$ cat config.mk
export PLATFORM = sky130hd
export DESIGN_NAME = sdci_core
export DESIGN_NICKNAME = d
export VERILOG_FILES = /design/src/hw/sdci_pkg.sv /design/src/hw/sdci_burst_if.sv /design/src/hw/sdci_burst.sv /design/src/hw/sdci_core.sv
export VERILOG_INCLUDE_DIRS = /design/src /design/src/hw
export SDC_FILE = /design/constraint.sdc
export NUM_CORES = 1
export LEC_CHECK = 0
export BUFFER_PORTS_ARGS = -buffer_cell sky130_fd_sc_hd__buf_2
export CORE_ASPECT_RATIO = 1.25
export CORE_MARGIN = 2
export CORE_UTILIZATION = 54
export CTS_CLUSTER_SIZE = 12
export DETAILED_ROUTE_END_ITERATION = 10
export HOLD_SLACK_MARGIN = 0.03
export PLACE_DENSITY = 0.89
export SYNTH_ARGS = -nofsm -noshare
export SYNTH_HDL_FRONTEND = slang
export SYNTH_SLANG_ARGS = --single-unit
$ cat constraint.sdc
create_clock -name sys_clk_i -period 2.3 [get_ports sys_clk_i]
set_input_delay 0.115 -clock sys_clk_i [delete_from_list [all_inputs] [get_ports sys_clk_i]]
set_output_delay 0.115 -clock sys_clk_i [all_outputs]
set_load 0.03 [all_outputs]
$ cat src/hw/sdci_defines.svh
// constants for the sdram command front end and init tracker
`ifndef SDCI_DEFINES_SVH
`define SDCI_DEFINES_SVH
`define SDCI_CLK_MHZ          100
`define SDCI_RESET_WAIT_US    500
`define SDCI_RESET_WAIT_CYC   (`SDCI_RESET_WAIT_US * `SDCI_CLK_MHZ)
`define SDCI_XPR_CLKS         5
`define SDCI_INIT_DONE_CYC    16'h0200
`define SDCI_AP_BIT           10
`define SDCI_BC_BIT           12
`define SDCI_MR3_GEARDOWN     3
`define SDCI_MR3_PDA          4
`define SDCI_MR4_MAXPS        1
`define SDCI_MR4_SOFT_ROW_REPAIR         5
`define SDCI_MR4_CAL_LO       6
`define SDCI_MR4_HARD_ROW_REPAIR         13
`define SDCI_MR5_PAR_LO       0
`define SDCI_MR_OTF_BIT       0
`define SDCI_MR_IDX_THREE     3'h3
`define SDCI_MR_IDX_FOUR      3'h4
`define SDCI_MR_IDX_FIVE      3'h5
`define SDCI_MR_IDX_ZERO      3'h0
`define SDCI_MR_IDX_ONE       3'h1
`define SDCI_MR_RESET         18'h00000
`define SDCI_BURST_FULL       4'h8
`define SDCI_BURST_CHOP       4'h4
`define SDCI_BANKS_X8         5'h10
`define SDCI_BANKS_X16        5'h08
`endif

$ cat src/hw/sdci_pkg.sv
// types shared by the sdram command front end
`default_nettype none
package sdci_pkg;
  typedef enum logic [4:0] {
    SDCI_CMD_DES, SDCI_CMD_NOP, SDCI_CMD_ACT, SDCI_CMD_PRE, SDCI_CMD_PREA,
    SDCI_CMD_RD, SDCI_CMD_RDA, SDCI_CMD_WR, SDCI_CMD_WRA, SDCI_CMD_REF,
    SDCI_CMD_SRE, SDCI_CMD_SRX, SDCI_CMD_PDE, SDCI_CMD_PDX, SDCI_CMD_MRS,
    SDCI_CMD_MPR, SDCI_CMD_ZQCL, SDCI_CMD_ZQCS, SDCI_CMD_TEN, SDCI_CMD_BAD
  } sdci_cmd_t;
endpackage
`default_nettype wire

$ cat src/hw/sdci_burst_if.sv
// burst request between decoder and beat counter
`timescale 1ns/1ps
`default_nettype none
interface sdci_burst_if;
  logic       start;
  logic [3:0] len;
  logic       busy;
  logic       beat;
  modport src (output start, output len, input busy, input beat);
  modport dst (input start, input len, output busy, output beat);
endinterface
`default_nettype wire

$ cat src/hw/sdci_burst.sv
// beat counter: two beats per clock, eight or four per access
`timescale 1ns/1ps
`default_nettype none
`include "sdci_defines.svh"
module sdci_burst
(
  input  wire logic   sys_clk_i,
  input  wire logic   rst_i,
  sdci_burst_if.dst   bif
);
  logic [3:0] left_ff;
  logic [3:0] nxt_left;
  assign nxt_left = bif.start ? bif.len
                  : (left_ff != 4'h0) ? left_ff - 4'h2 : 4'h0;
  assign bif.busy = (left_ff != 4'h0);
  assign bif.beat = bif.busy;
  always_ff @(posedge sys_clk_i)
  begin
    if (rst_i)
      left_ff <= 4'h0;
    else
      left_ff <= nxt_left;
  end
endmodule // sdci_burst
`default_nettype wire

$ cat src/hw/sdci_core.sv
// sdram command decode, init tracking and mode register defaults
// Contract
// - byte-wide part: sixteen banks, four groups
// - sixteen-bit part: eight banks, two groups
// - eight-word prefetch, two words per clock
// - bursts of eight or chopped four
// - activate latches group, bank, row bits
// - read/write take column; bit ten precharge
// - bit twelve picks chop when enabled
// - mode three defaults: gear-down, addressability zero
// - mode four defaults: power, latency, repairs zero
// - mode five parity latency resets zero
// - device recognises the full command set
`timescale 1ns/1ps
`default_nettype none
`include "sdci_defines.svh"
module sdci_core
  import sdci_pkg::*;
#(
  parameter int RESET_WAIT_CYC = `SDCI_RESET_WAIT_CYC
)
(
  input  wire logic              sys_clk_i,
  input  wire logic              rst_i,
  input  wire logic              x16_mode_i,
  input  wire logic              ck_en_i,
  input  wire logic              boundary_scan_enable_i,
  input  wire sdci_pkg::sdci_cmd_t cmd_i,
  input  wire logic              cmd_valid_i,
  input  wire logic [1:0]        bank_group_sel_i,
  input  wire logic [1:0]        bank_i,
  input  wire logic [17:0]       addr_i,
  output logic                   init_done_o,
  output logic                   cmd_err_o,
  output logic [1:0]             act_group_o,
  output logic [1:0]             act_bank_o,
  output logic [17:0]            act_row_o,
  output logic [17:0]            col_o,
  output logic                   auto_precharge_o,
  output logic                   chopped_burst_four_o,
  output logic                   burst_active_o,
  output logic                   rd_o,
  output logic                   wr_o,
  output logic [4:0]             bank_count_o,
  output logic [17:0]            mode_register_three_o,
  output logic [17:0]            mode_register_four_o,
  output logic [17:0]            mode_register_five_o
);
  import sdci_pkg::*;

  typedef enum logic [2:0] {
    SDCI_ST_RESET, SDCI_ST_WAIT_CKE, SDCI_ST_XPR, SDCI_ST_MRS,
    SDCI_ST_CAL, SDCI_ST_IDLE
  } sdci_state_t;

  // three-stage pin synchronisers for clock enable and scan enable
  logic [2:0] cke_sync_ff;
  logic [2:0] ten_sync_ff;
  logic       cke_ff;
  logic       ten_ff;
  always_ff @(posedge sys_clk_i)
  begin
    if (rst_i)
    begin
      cke_sync_ff <= 3'h0;
      ten_sync_ff <= 3'h0;
      cke_ff      <= 1'b0;
      ten_ff      <= 1'b0;
    end
    else
    begin
      cke_sync_ff <= {cke_sync_ff[1:0], ck_en_i};
      ten_sync_ff <= {ten_sync_ff[1:0], boundary_scan_enable_i};
      if (cke_sync_ff[1] == cke_sync_ff[2])
        cke_ff <= cke_sync_ff[2];
      if (ten_sync_ff[1] == ten_sync_ff[2])
        ten_ff <= ten_sync_ff[2];
    end
  end

  sdci_state_t st_ff;
  sdci_state_t nxt_st;
  logic [31:0] cnt_ff;
  logic [31:0] nxt_cnt;
  logic        otf_en_ff;
  logic        idle_w;
  logic        is_act_w;
  logic        is_rd_w;
  logic        is_wr_w;
  logic        is_mrs_w;
  logic        is_array_w;
  logic        is_known_w;
  logic        chop_w;
  logic [1:0]  grp_w;
  logic [2:0]  mr_idx_w;

  assign idle_w     = (st_ff == SDCI_ST_IDLE);
  assign is_act_w   = cmd_valid_i && cmd_i == SDCI_CMD_ACT;
  assign is_rd_w    = cmd_valid_i && (cmd_i == SDCI_CMD_RD
                      || cmd_i == SDCI_CMD_RDA);
  assign is_wr_w    = cmd_valid_i && (cmd_i == SDCI_CMD_WR
                      || cmd_i == SDCI_CMD_WRA);
  assign is_mrs_w   = cmd_valid_i && cmd_i == SDCI_CMD_MRS;
  assign is_known_w = cmd_i < SDCI_CMD_BAD;
  assign is_array_w = is_act_w || is_rd_w || is_wr_w || (cmd_valid_i &&
                      (cmd_i == SDCI_CMD_PRE || cmd_i == SDCI_CMD_PREA ||
                       cmd_i == SDCI_CMD_REF));
  // x16 uses only the low group bit
  assign grp_w      = x16_mode_i ? {1'b0, bank_group_sel_i[0]}
                                 : bank_group_sel_i;
  assign chop_w     = otf_en_ff && !addr_i[`SDCI_BC_BIT];
  assign mr_idx_w   = {bank_group_sel_i[0], bank_i};

  // init sequence tracking
  always_comb
  begin
    nxt_st  = st_ff;
    nxt_cnt = cnt_ff + 32'h1;
    case (st_ff)
      SDCI_ST_RESET:
        if (cnt_ff >= 32'(RESET_WAIT_CYC - 1))
        begin
          nxt_st  = SDCI_ST_WAIT_CKE;
          nxt_cnt = 32'h0;
        end
      SDCI_ST_WAIT_CKE:
        if (cke_ff)
        begin
          nxt_st  = SDCI_ST_XPR;
          nxt_cnt = 32'h0;
        end
      SDCI_ST_XPR:
        if (cnt_ff >= 32'(`SDCI_XPR_CLKS - 1))
        begin
          nxt_st  = SDCI_ST_MRS;
          nxt_cnt = 32'h0;
        end
      SDCI_ST_MRS:
        if (cmd_valid_i && cmd_i == SDCI_CMD_ZQCL)
        begin
          nxt_st  = SDCI_ST_CAL;
          nxt_cnt = 32'h0;
        end
      SDCI_ST_CAL:
        if (cnt_ff >= 32'(`SDCI_INIT_DONE_CYC - 1))
          nxt_st = SDCI_ST_IDLE;
      default:
        nxt_cnt = 32'h0;
    endcase
  end

  always_ff @(posedge sys_clk_i)
  begin
    if (rst_i)
    begin
      st_ff  <= SDCI_ST_RESET;
      cnt_ff <= 32'h0;
    end
    else
    begin
      st_ff  <= nxt_st;
      cnt_ff <= nxt_cnt;
    end
  end

  // burst beat counter
  sdci_burst_if bif ();
  logic rw_ok_w;
  assign rw_ok_w   = idle_w && (is_rd_w || is_wr_w) && !bif.busy;
  assign bif.start = rw_ok_w;
  assign bif.len   = chop_w ? `SDCI_BURST_CHOP : `SDCI_BURST_FULL;
  sdci_burst u_burst
  (
    .sys_clk_i (sys_clk_i),
    .rst_i     (rst_i),
    .bif       (bif)
  );

  always_ff @(posedge sys_clk_i)
  begin
    if (rst_i)
    begin
      init_done_o          <= 1'b0;
      cmd_err_o            <= 1'b0;
      act_group_o          <= 2'h0;
      act_bank_o           <= 2'h0;
      act_row_o            <= 18'h0;
      col_o                <= 18'h0;
      auto_precharge_o     <= 1'b0;
      chopped_burst_four_o <= 1'b0;
      burst_active_o       <= 1'b0;
      rd_o                 <= 1'b0;
      wr_o                 <= 1'b0;
      bank_count_o         <= `SDCI_BANKS_X8;
      otf_en_ff            <= 1'b0;
      mode_register_three_o <= `SDCI_MR_RESET;
      mode_register_four_o  <= `SDCI_MR_RESET;
      mode_register_five_o  <= `SDCI_MR_RESET;
    end
    else
    begin
      init_done_o    <= idle_w;
      burst_active_o <= bif.busy || rw_ok_w;
      rd_o           <= rw_ok_w && is_rd_w;
      wr_o           <= rw_ok_w && is_wr_w;
      bank_count_o   <= x16_mode_i ? `SDCI_BANKS_X16 : `SDCI_BANKS_X8;
      cmd_err_o      <= cmd_valid_i && (!is_known_w || ten_ff
                        || (is_array_w && !idle_w));
      if (is_act_w && idle_w)
      begin
        act_group_o <= grp_w;
        act_bank_o  <= bank_i;
        act_row_o   <= addr_i;
      end
      if (rw_ok_w)
      begin
        col_o                <= addr_i;
        auto_precharge_o     <= addr_i[`SDCI_AP_BIT];
        chopped_burst_four_o <= chop_w;
      end
      if (is_mrs_w && (st_ff == SDCI_ST_MRS || idle_w))
      begin
        case (mr_idx_w)
          `SDCI_MR_IDX_THREE: mode_register_three_o <= addr_i;
          `SDCI_MR_IDX_FOUR:  mode_register_four_o  <= addr_i;
          `SDCI_MR_IDX_FIVE:  mode_register_five_o  <= addr_i;
          `SDCI_MR_IDX_ZERO:  otf_en_ff <= addr_i[`SDCI_MR_OTF_BIT];
          default:            otf_en_ff <= otf_en_ff;
        endcase
      end
    end
  end
endmodule // sdci_core
`default_nettype wire

==> metrics.yaml <==
layout_commonest_cell: "nand2_1"
ff2ff_setup_slack_ps: 280
synthArstFlopShare: 0
numCtsBuffers: 17
yosysSeqAreaShare: 0.493
synth-seq-cells: 149
slew_violations: 0
area_delta_synth_final_pct: 25.5
multi_input_area_um2: 2750
cts-root-buf: "clkbuf_16"
core-area_um2: 11000
rsz0062_at_grt: "no"
dieWidth_um: 98.7
clock_path_buffers: 2
reg2reg_depth: 5
clkTransAtPathRegs_ps: 60
n_antenna_cell: 0
hold_ws_ps: 48.3
ys.flop_type: "dfxtp_1"
dieArea_um2: 12100
holdPathStages: 3
grt_pass1_wl_um: 25700
drc: 0
critPathCaptureType: "flop"
grt_pass1_vias: 5358
fin_worst_skew_ps: 6.10
place_inst: 926
antenna_found_initial: 0
grt_overflow: 0
rr_startpoint: "cnt_ff[14]"
place.gp.congestion: 0.833
fin_tns_setup_ps: 0
tightest_slew_ps: 589
cp-start-kind: "flop"
setup_viol: 0
leakagePower_nw: 3.11
syn_avg_cell_area_um2: 8.80
final_cell_mix: "nand2_1, dfxtp_1, buf_2, a21oi_1, nor2_1"
syn_inst: 688
hp-class: "input pin to flop"
status: "finished, final reports clean"
fp-row-count: 43
final_net_count: 871
clock-sinks: 149
drive_gt1_frac: 0.242
finalWirelength_um: 16200
initial_core_util: 0.549
slew_headroom: 0.604
die_h_um: 122
drt_first_pass_iters: 5
hold_end: "mode_register_five_o[17]"
holdCritStartpoint: "addr_i[17]"
path_max_fanout: 7
yosysUniqueCellTypes: 55
vias: 5607
cts_tree: "built"
p_per_area_nw_per_um2: 752
crit_arrival_ps: 2340
htreeDepth: 4
peakVddDrop_mv: 0.515
fin_cells: 983
ios: 139
syn_area_um2: 6050
grtUsageTotal: 0.266
register_area_um2: 2980
io_buffers: 135
cts_resized: 0
dp_slack_ps: 346
clk_latency_ps: 410
drt_iter0_drc: 396
fin_crit_ps: 2020
nFillCells: 821
setup_ws_ps: 276
hold_viol: 0
viasPerCell: 5.70
yosysWarnings: 0
path_class: "flop to flop"
r2r-end: "cnt_ff[31]"
max_freq_mhz: 494
cap_violations: 0
final_util: 0.689
postCtsSetupBuffers: 0
synth_edf_count: 0
routedWlPerCell_um: 16.5
place_hpwl_um: 10200
ant_nets: 0
cp.required_ps: 2620
grt_max_degree: 61
post-route-period-util: 0.880
[power breakdown]
part           internal, W  switching, W
Combinational     0.000168      0.000214
Sequential         0.00262     0.0000274
Clock              0.00155       0.00114
[final cells by class]
type / instances / area share
sequential: 149 / 0.393
multi-input combinational: 482 / 0.362
timing repair buffer: 175 / 0.142
clock buffer: 18 / 0.0578
tap: 135 / 0.0222
clock inverter: 14 / 0.0183
inverter: 10 / 0.00494
[kinds of logic after synthesis]
group,Yosys count,share of synthesized area
AO/OA/AOI/OAI,135,0.135
XOR/XNOR,32,0.0463
adder cells (fa/ha/maj),3,0.00620
buffers and inverters,59,0.0562
flip-flops,149,0.493
multiplexers,19,0.0314
other,1,0.000619
AND/OR/NAND/NOR,290,0.232
[how the worst max path moves through the flow]
stage	startpoint	to	slack (ps)	depth (start not counted)
2_1_floorplan	u_burst.left_ff[1]	col_o[17]	550	6
3_3_place_gp	st_ff[1]	act_group_o[0]	410	4
3_5_place_dp	cnt_ff[14]	cnt_ff[31]	350	5
4_1_cts	cnt_ff[12]	cnt_ff[31]	270	6
5_1_grt	cnt_ff[14]	cnt_ff[31]	90	5
6_report	cnt_ff[14]	cnt_ff[31]	280	5
[layer usage]
layer | share of wire | global-route usage | vias to the layer above
li1 | - | - | 2645
met1 | 0.38 | 0.301 | 2651
met2 | 0.52 | 0.482 | 275
met3 | 0.078 | 0.0621 | 36
met4 | 0.025 | 0.108 | 0
met5 | 0 | 0 | -
[state kept, by name, summed over array words and instances, names as in the netlist, 18 cells and up]
signal / count
cnt_ff: 32
mode_register_four_o: 18
col_o: 18
mode_register_five_o: 18
act_row_o: 18
mode_register_three_o: 18
[per-stage QoR]
stage	total power (W)	area [um^2]
3_3_place_gp	0.00304	6770
4_1_cts	0.00572	7600
3_5_place_dp	0.00305	6770
5_1_grt	0.00588	7600
2_1_floorplan	0.00291	6060
6_report	0.00571	7600
[worst max-delay path, stage by stage, from the launching register on]
cell and delay, ps:
dfxtp_1 470, nand4_1 240, nor4_2 620, nand4_1 180, xor2_1 170, a211oi_1 240
[cell usage after synthesis (2+ instances only)]
cell type  instances  share of area
dfxtp_1          149           0.49
xor2_1            24          0.035
a21oi_1           87          0.072
o21ai_0            4         0.0033
xnor2_1            8          0.012
clkbuf_2           2         0.0017
nand3b_1           4         0.0050
o211ai_1           2         0.0025
and3_1             5         0.0052
buf_4              7         0.0087
buf_2             10         0.0083
inv_1             10         0.0062
buf_12             2         0.0066
ha_1               3         0.0062
buf_6              6          0.011
nor3_1             9         0.0074
nor4_2             5          0.010
nor4_1             7         0.0072
nand3_1           20          0.017
nand4_1           13          0.013
clkbuf_1          22          0.014
nor2b_1           10          0.010
a211oi_1          28          0.035
a211oi_2           3         0.0062
nand2b_1           2         0.0021
nand2_1          164           0.10
mux2i_1           19          0.031
a31oi_1            2         0.0021
nor2_1            35          0.022
[repair_timing]
item                                   4_1_cts  5_1_grt
setup endpoints to repair                    0        0
hold buffers                                25        0
endpoints found under the hold margin       73        0
(Power assumes the default switching activity.)
